===== config.mk =====
export PLATFORM = sky130hd
export DESIGN_NAME = mdsp_top
export DESIGN_NICKNAME = d
export VERILOG_FILES = /design/src/verilog/mdsp_pkg.sv /design/src/verilog/mdsp_top.sv /design/src/verilog/mdsp_sync_edge.sv
export SDC_FILE = /design/constraint.sdc
export NUM_CORES = 1
export LEC_CHECK = 0
export BUFFER_PORTS_ARGS = -buffer_cell sky130_fd_sc_hd__buf_2
export CELL_PAD_IN_SITES_DETAIL_PLACEMENT = 0
export CELL_PAD_IN_SITES_GLOBAL_PLACEMENT = 2
export CORE_AREA = 3 3 100 102
export DETAILED_ROUTE_END_ITERATION = 12
export DIE_AREA = 0 0 103 105
export PLACE_DENSITY = 0.84
export SETUP_SLACK_MARGIN = 0.02
export SYNTH_ARGS = -nofsm -noshare
export SYNTH_HDL_FRONTEND = slang
export SYNTH_SLANG_ARGS = --single-unit

===== constraint.sdc =====
create_clock -name I_CLK_SYS -period 2.1 [get_ports I_CLK_SYS]
set_input_delay 0.105 -clock I_CLK_SYS [delete_from_list [all_inputs] [get_ports I_CLK_SYS]]
set_output_delay 0.105 -clock I_CLK_SYS [all_outputs]
set_load 0.005 [all_outputs]

===== src/verilog/mdsp_pkg.sv =====
// Constants, state encoding and carrier types for the motor driver serial port.
// Assumes a single 100 MHz system clock that oversamples the serial pins.
package mdsp_pkg;

  // Frame geometry and the accepted window of clocked bits per frame.
  localparam int             FRAME_BITS = 16;
  localparam int             CNT_W      = 5;
  localparam logic [4:0]     MIN_BITS   = 5'h0F;
  localparam logic [4:0]     MAX_BITS   = 5'h11;
  localparam logic [4:0]     CNT_SAT    = 5'h12;
  localparam logic [4:0]     CNT_RESET  = 5'h00;

  // Bit positions inside a command or reply word.
  localparam int             BIT_OV     = 15;
  localparam int             BIT_OT     = 14;
  localparam int             BIT_OC     = 13;
  localparam int             BIT_FULL   = 0;
  localparam int             BIT_SW_LO  = 1;
  localparam int             BIT_SW_HI  = 12;
  localparam int             SW_COUNT   = 12;
  localparam int             BIT_C_LO   = 9;
  localparam int             CMD_W      = 13;

  // Values after reset.
  localparam logic [15:0]    WORD_RESET = 16'h0000;
  localparam logic [12:0]    CMD_RESET  = 13'h0000;
  localparam logic [11:0]    SW_RESET   = 12'h000;
  localparam logic [2:0]     PIN_RESET  = 3'h4;

  // Frame sequencer states, Gray coded along idle, active, commit.
  typedef enum logic [1:0] {
    ST_IDLE   = 2'b00,
    ST_ACTIVE = 2'b01,
    ST_COMMIT = 2'b11
  } mdsp_state_e;

  // Fault condition inputs and the matching sticky flags.
  typedef struct packed {
    logic overvoltage_flag;
    logic thermal_flag;
    logic overcurrent_flag;
  } mdsp_fault_s;

  // A frame is kept only when its clocked bit count lies inside the window.
  function automatic logic mdsp_len_ok(input logic [4:0] cnt);
    return (cnt >= MIN_BITS) && (cnt <= MAX_BITS);
  endfunction : mdsp_len_ok

endpackage : mdsp_pkg


===== src/verilog/mdsp_top.sv =====
// Serial command and status port of a multi-channel half-bridge motor driver.
// Assumes an external master drives chip select, serial clock and serial input.
`timescale 1ns/10ps
module mdsp_top (
  input  wire logic                I_CLK_SYS,
  input  wire logic                I_RESET_N,
  input  wire logic                I_CHIP_SELECT_N,
  input  wire logic                I_SCLK,
  input  wire logic                I_SI,
  input  wire mdsp_pkg::mdsp_fault_s I_FAULT,
  output wire logic                O_SO,
  output wire logic                O_SO_OE,
  output wire logic [11:0]         O_SWITCH,
  output wire mdsp_pkg::mdsp_fault_s O_FLAGS
);

  // Synchronised pin levels and their edges, bit 2 chip select, 1 clock, 0 data.
  wire logic [2:0] pin_lvl;
  wire logic [2:0] pin_rise;
  wire logic [2:0] pin_fall;
  wire logic [2:0] fault_lvl;

  // Pins idle with chip select high so reset release makes no false frame start.
  mdsp_sync_edge #(
    .WIDTH     (3),
    .RESET_VAL (mdsp_pkg::PIN_RESET)
  ) u_pin_sync (
    .i_clk     (I_CLK_SYS),
    .i_reset_n (I_RESET_N),
    .i_async   ({I_CHIP_SELECT_N, I_SCLK, I_SI}),
    .o_level   (pin_lvl),
    .o_rise    (pin_rise),
    .o_fall    (pin_fall)
  );

  // Fault conditions are analog levels; only their synchronised level is used.
  mdsp_sync_edge #(
    .WIDTH     (3),
    .RESET_VAL (3'h0)
  ) u_fault_sync (
    .i_clk     (I_CLK_SYS),
    .i_reset_n (I_RESET_N),
    .i_async   (I_FAULT),
    .o_level   (fault_lvl),
    .o_rise    (),
    .o_fall    ()
  );

  mdsp_pkg::mdsp_state_e state_ff;
  mdsp_pkg::mdsp_state_e nxt_state;
  mdsp_pkg::mdsp_fault_s flag_ff;
  mdsp_pkg::mdsp_fault_s nxt_flag;
  mdsp_pkg::mdsp_fault_s fault_s;
  logic [15:0]           rx_ff;
  logic [15:0]           tx_ff;
  logic                  so_ff;
  logic [4:0]            cnt_ff;
  logic [12:0]           cmd_ff;
  logic [11:0]           drive_ff;

  wire logic        cs_n_s;
  wire logic        cs_fall;
  wire logic        cs_rise;
  wire logic        sclk_rise;
  wire logic        sclk_fall;
  wire logic        si_s;
  wire logic        st_idle;
  wire logic        st_active;
  wire logic        st_commit;
  wire logic        start;
  wire logic        shift_in;
  wire logic        shift_out;
  wire logic        len_ok;
  wire logic        commit_ok;
  wire logic        full_rst;
  wire logic [2:0]  flag_clr;
  wire logic        any_flag;
  wire logic [15:0] reply_w;
  wire logic [15:0] nxt_rx;
  wire logic [15:0] nxt_tx;
  wire logic        nxt_so;
  wire logic [4:0]  nxt_cnt;
  wire logic [12:0] nxt_cmd;
  wire logic [11:0] nxt_drive;

  // Pin decode.
  assign cs_n_s    = pin_lvl[2];
  assign cs_fall   = pin_fall[2];
  assign cs_rise   = pin_rise[2];
  assign sclk_rise = pin_rise[1];
  assign sclk_fall = pin_fall[1];
  assign si_s      = pin_lvl[0];
  assign fault_s   = fault_lvl;

  // Sequencer decode; clock and data outside an open frame are ignored.
  assign st_idle   = (state_ff == mdsp_pkg::ST_IDLE);
  assign st_active = (state_ff == mdsp_pkg::ST_ACTIVE);
  assign st_commit = (state_ff == mdsp_pkg::ST_COMMIT);
  assign start     = st_idle & cs_fall;
  assign shift_in  = st_active & sclk_fall & ~cs_rise;

  // The first rise has no preceding fall and must not shift, or bit 15 is lost.
  assign shift_out = st_active & sclk_rise & (cnt_ff != mdsp_pkg::CNT_RESET);

  // Frame state transitions.
  always_comb begin
    case (state_ff)
      mdsp_pkg::ST_IDLE:   nxt_state = cs_fall ? mdsp_pkg::ST_ACTIVE : mdsp_pkg::ST_IDLE;
      mdsp_pkg::ST_ACTIVE: nxt_state = cs_rise ? mdsp_pkg::ST_COMMIT : mdsp_pkg::ST_ACTIVE;
      mdsp_pkg::ST_COMMIT: nxt_state = mdsp_pkg::ST_IDLE;
      default:             nxt_state = mdsp_pkg::ST_IDLE;
    endcase
  end

  // Receive path: MSB first, so each fall shifts left and appends the pin.
  assign nxt_rx  = shift_in ? {rx_ff[14:0], si_s} : rx_ff;
  assign nxt_cnt = start ? mdsp_pkg::CNT_RESET :
                   (shift_in && cnt_ff != mdsp_pkg::CNT_SAT) ? cnt_ff + 5'h01 : cnt_ff;

  // Reply word: sticky flags on top, real bridge C switch states, then commands.
  assign reply_w = {flag_ff.overvoltage_flag, flag_ff.thermal_flag,
                    flag_ff.overcurrent_flag, drive_ff[11:8], cmd_ff[8:0]};

  // Transmit path: load the reply at frame start, move one bit per rise after the first.
  assign nxt_tx = start ? reply_w : shift_out ? {tx_ff[14:0], 1'b0} : tx_ff;
  assign nxt_so = start ? reply_w[mdsp_pkg::BIT_OV] : shift_out ? tx_ff[14] : so_ff;

  // Commit decode; a frame with a bad length has no effect at all.
  assign len_ok    = mdsp_pkg::mdsp_len_ok(cnt_ff);
  assign commit_ok = st_commit & len_ok;
  assign full_rst  = commit_ok & rx_ff[mdsp_pkg::BIT_FULL] & rx_ff[mdsp_pkg::BIT_OV];
  assign flag_clr  = {3{commit_ok}} & ({rx_ff[mdsp_pkg::BIT_OV], rx_ff[mdsp_pkg::BIT_OT],
                                        rx_ff[mdsp_pkg::BIT_OC]} | {3{full_rst}});
  assign nxt_cmd   = full_rst ? mdsp_pkg::CMD_RESET :
                     commit_ok ? rx_ff[12:0] : cmd_ff;

  // A live fault beats a clear arriving in the same cycle, so no event is lost.
  assign nxt_flag  = fault_s | (flag_ff & ~flag_clr);
  assign any_flag  = |nxt_flag;

  // Any set flag forces every switch off; clearing the flag lets them return.
  assign nxt_drive = nxt_cmd[mdsp_pkg::BIT_SW_HI:mdsp_pkg::BIT_SW_LO]
                     & {mdsp_pkg::SW_COUNT{~any_flag}};

  // Sequencer and serial registers.
  always_ff @(posedge I_CLK_SYS or negedge I_RESET_N) begin
    if (!I_RESET_N) begin
      state_ff <= mdsp_pkg::ST_IDLE;
      rx_ff    <= mdsp_pkg::WORD_RESET;
      tx_ff    <= mdsp_pkg::WORD_RESET;
      so_ff    <= 1'b0;
      cnt_ff   <= mdsp_pkg::CNT_RESET;
    end else begin
      state_ff <= nxt_state;
      rx_ff    <= nxt_rx;
      tx_ff    <= nxt_tx;
      so_ff    <= nxt_so;
      cnt_ff   <= nxt_cnt;
    end
  end

  // Status registers and switch drive.
  always_ff @(posedge I_CLK_SYS or negedge I_RESET_N) begin
    if (!I_RESET_N) begin
      cmd_ff   <= mdsp_pkg::CMD_RESET;
      flag_ff  <= 3'h0;
      drive_ff <= mdsp_pkg::SW_RESET;
    end else begin
      cmd_ff   <= nxt_cmd;
      flag_ff  <= nxt_flag;
      drive_ff <= nxt_drive;
    end
  end

  // Output enable follows the open frame, so it lags the pin by the sync delay.
  assign O_SO     = so_ff;
  assign O_SO_OE  = st_active;
  assign O_SWITCH = drive_ff;
  assign O_FLAGS  = flag_ff;
endmodule : mdsp_top


===== src/verilog/mdsp_sync_edge.sv =====
// Two-stage synchroniser with edge detection for a group of slow inputs.
// Assumes inputs are asynchronous to i_clk and change far slower than it.
`timescale 1ns/10ps
module mdsp_sync_edge #(
  parameter int               WIDTH     = 3,
  parameter logic [WIDTH-1:0] RESET_VAL = '0
) (
  input  wire logic             i_clk,
  input  wire logic             i_reset_n,
  input  wire logic [WIDTH-1:0] i_async,
  output wire logic [WIDTH-1:0] o_level,
  output wire logic [WIDTH-1:0] o_rise,
  output wire logic [WIDTH-1:0] o_fall
);

  logic [WIDTH-1:0] meta_ff;
  logic [WIDTH-1:0] sync_ff;
  logic [WIDTH-1:0] prev_ff;

  // The first stage feeds only the second; edges compare stages two and three.
  always_ff @(posedge i_clk or negedge i_reset_n) begin
    if (!i_reset_n) begin
      meta_ff <= RESET_VAL;
      sync_ff <= RESET_VAL;
      prev_ff <= RESET_VAL;
    end else begin
      meta_ff <= i_async;
      sync_ff <= meta_ff;
      prev_ff <= sync_ff;
    end
  end

  // Edge pulses last one system clock each.
  assign o_level = sync_ff;
  assign o_rise  = sync_ff & ~prev_ff;
  assign o_fall  = ~sync_ff & prev_ff;

endmodule : mdsp_sync_edge


==> out/results.ini <==
[setup_path]
critPathSlowestCell = dfrtp_1
critPathMaxFanout = 6
critPathMaxStageDelay_ns = 0.41
path_cells = ha_2 -> and3_4 -> ha_4 -> or2_4 -> o221ai_4 -> clkbuf_16 -> o21ai_4 -> a211oi_2
worstPathRequired_ns = 2.35
cp_data_arrival_time_ns = 2.28
crit_path_start_kind = register
crit_type = reg -> reg
end_kind = register

[yosys]
synth_edf_count = 0
async_flop_share = 1.00
netlist-cell-type-count = 42
synth_compound_area_frac = 0.119
synth_area_per_cell_um2 = 12.3
ys_ff_latch = 81
syn-instance-count = 273
syn-num-nets = 286
synth_seq_area_share = 0.607
syn_area_um2 = 3350
yosys_warnings = 0
synthXorXnorAreaFrac = 0.00262
synth.mux.area_fraction = 0.0954
synthSimpleGateAreaFrac = 0.125
synth_top_family_by_area = simple AND/OR/NAND/NOR gates
synthAdderAreaFrac = 0.0187
synth_flop_cell = dfrtp_1

[cts]
clockRootBuffer = clkbuf_8
clock_sink_count = 81
cts_tree = yes
cts-htree-levels = 3
clockBufferDepth = 2
cts_buffers = 9
clk_pin_slew_ns = 0.08
clk_latency_ns = 0.34

[power_and_ir_drop]
powerDensity_nw_per_um2 = 833
p_leak_uw = 0.00190
ir_drop_v = 0.000286
power_uw = 3510

[place]
place_area_um2 = 3720
dpl.hpwl_mm = 4.33
dpl.cell_count = 409
post-place-ws_ns = 0.0355
io_buffers = 24
place_congestion = 0.769

[floorplanning]
start_util = 0.364
boundaryPins = 25
die-width_um = 103
core_um2 = 9200
placementRows = 35
die-area_um2 = 10800
die_y_um = 105

[sta]
relSlewSlack = 0.714
whs_ns = 0.236
worst_slew_pin_slew_ns = 0.428
fin_crit_sh = 0.966
finalClockSkew_ns = 0.00622
hold_viol_final = 0
drv_slew = 0
rsz0062_at_grt = true
fin_ws_ns = 0.0723
min_period_ns = 2.03
fmax_ghz = 0.493
final-setup-viol-count = 0

[grt]
grt_pass1_wl_mm = 11.0
grt_pass1_vias = 2202
grt_max_degree = 50
grt_overflow = 0
antenna_found_initial = 0
grt.total_usage = 0.129

[route]
firstDrtPassIters = 4
totalWireLength_mm = 6.68
routed_via_density = 5.04
drt_iter0_drc = 87
drc = 0
detail-route-antenna-nets = 0
num_vias = 2221
wl_per_cell_um = 15.1

[cells_and_area]
syn2layout_area_growth_pct = 26.0
drive_above_1_share = 0.342
final_cells = 441
antenna_cells = 0
final_nets = 338
final_area_um2 = 4210

[min_path]
worstHoldPathType = in -> async

[run_status]
status = finished, final reports clean

[job]
timing.max_cap.violations = 0

==> metrics by stage <==
stage	util	TNS (ns)
6_report	0.458	0
2_1_floorplan	-	0
5_1_grt	0.458	-0.0287
4_1_cts	0.433	0
3_5_place_dp	0.404	0
3_3_place_gp	0.404	0
==> layout make-up <==
type,instances,area [um2]
fill,839,4980
sequential,81,2030
multi-input combinational,172,1350
timing repair buffer,54,482
clock buffer,13,149
tap,111,139
clock inverter,3,40.0
inverter,7,26.3
==> what timing repair did <==
item,4_1_cts,5_1_grt
hold buffers,7,0
pin swaps,3,16
gates resized for setup,0,43
endpoints found under the setup margin,3,35
endpoints found under the hold margin,38,0
buffers inserted,0,8
cloned,0,2
==> routing by layer <==
layer,track usage,share of wire,vias up
met2,0.184,0.47,29
met5,0,0,-
li1,-,-,1083
met1,0.193,0.49,1098
met4,0.0611,0.019,0
met3,0.0160,0.021,11
==> worst paths after layout <==
check                                        start  slack [ns]  cells past startpoint                      end
max                                      cnt_ff[1]        0.07                      8             O_SWITCH[10]
min reg2reg                u_fault_sync.meta_ff[2]        0.35                      0  u_fault_sync.o_level[2]
max in group asynchronous                I_RESET_N        1.21                      3    u_pin_sync.prev_ff[2]
min                                      I_RESET_N        0.24                      2                 tx_ff[8]
max reg2reg                              cnt_ff[1]        0.07                      8             O_SWITCH[10]
min in group I_CLK_SYS     u_fault_sync.meta_ff[2]        0.35                      0  u_fault_sync.o_level[2]
==> logic make-up (layout without fill, tap and decap cells) <==
family	count (synthesis)	after routing
AOI/OAI and AO/OA	59	59
xor gates and xnor gates	1	1
adders and majority gates	5	5
buffers and inverters	20	77
DFF	81	81
muxes	30	30
and+or+nand+nor	77	77
==> report_power, final <==
group          total (uW)  leakage, uW  switching, uW  internal (uW)
registers            1820      0.00106            117           1700
logic                 598     0.000737            308            290
clock network        1090    0.0000974            513            580
==> flip-flops by register name, indices dropped and copies added (netlist names) <==
register              flops
u_pin_sync.o_level        3
O_SWITCH                 12
u_pin_sync.prev_ff        2
tx_ff                    15
cmd_ff                   13
O_SO                      1
u_fault_sync.o_level      3
rx_ff                    16
u_pin_sync.meta_ff        3
O_FLAGS                   3
cnt_ff                    5
u_fault_sync.meta_ff      3
state_ff                  2
==> worst max-delay path, delay by kind of cell (launching register included) <==
kind	cells	cell delay (ns)
flip-flops	1	0.41
AND/OR/NAND/NOR	2	0.42
adder cells (fa/ha/maj)	2	0.34
buffers and inverters	1	0.22
AO/OA/AOI/OAI	3	0.54
==> synthesized netlist by cell type (2+ instances only) <==
cell type	count	area, um2
mux2i_1	15	150
nor2b_1	2	12.5
o21ai_0	25	125
buf_6	2	22.5
and3_1	2	12.5
inv_1	7	26.3
nand3_1	5	25.0
mux2_2	14	158
dfrtp_1	78	1950
nor4b_2	2	30.0
o21ai_1	11	55.1
nand4_1	12	75.1
ha_1	5	62.6
a21oi_1	3	15.0
buf_2	2	10.0
nand2b_1	5	31.3
nor2_1	6	22.5
dfstp_2	3	78.8
buf_4	4	30.0
clkbuf_1	5	18.8
a211oi_1	7	52.6
nand2_1	33	124
a211oi_2	5	62.6
o31ai_1	2	15.0
==> placed cells by master, fill, tap and decap left out, types with 11 or more instances in the layout <==
| cell type | synthesis | routed |
|---|---|---|
| a211oi_2 | 5 | 11 |
| buf_4 | 4 | 13 |
| o21ai_0 | 25 | 11 |
| buf_2 | 2 | 23 |
| nand2_1 | 33 | 33 |
| o21ai_1 | 11 | 16 |
| mux2_2 | 14 | 14 |
| dfrtp_1 | 78 | 78 |
| mux2i_1 | 15 | 14 |
| nand4_1 | 12 | 12 |
(Power assumes the default switching activity.)
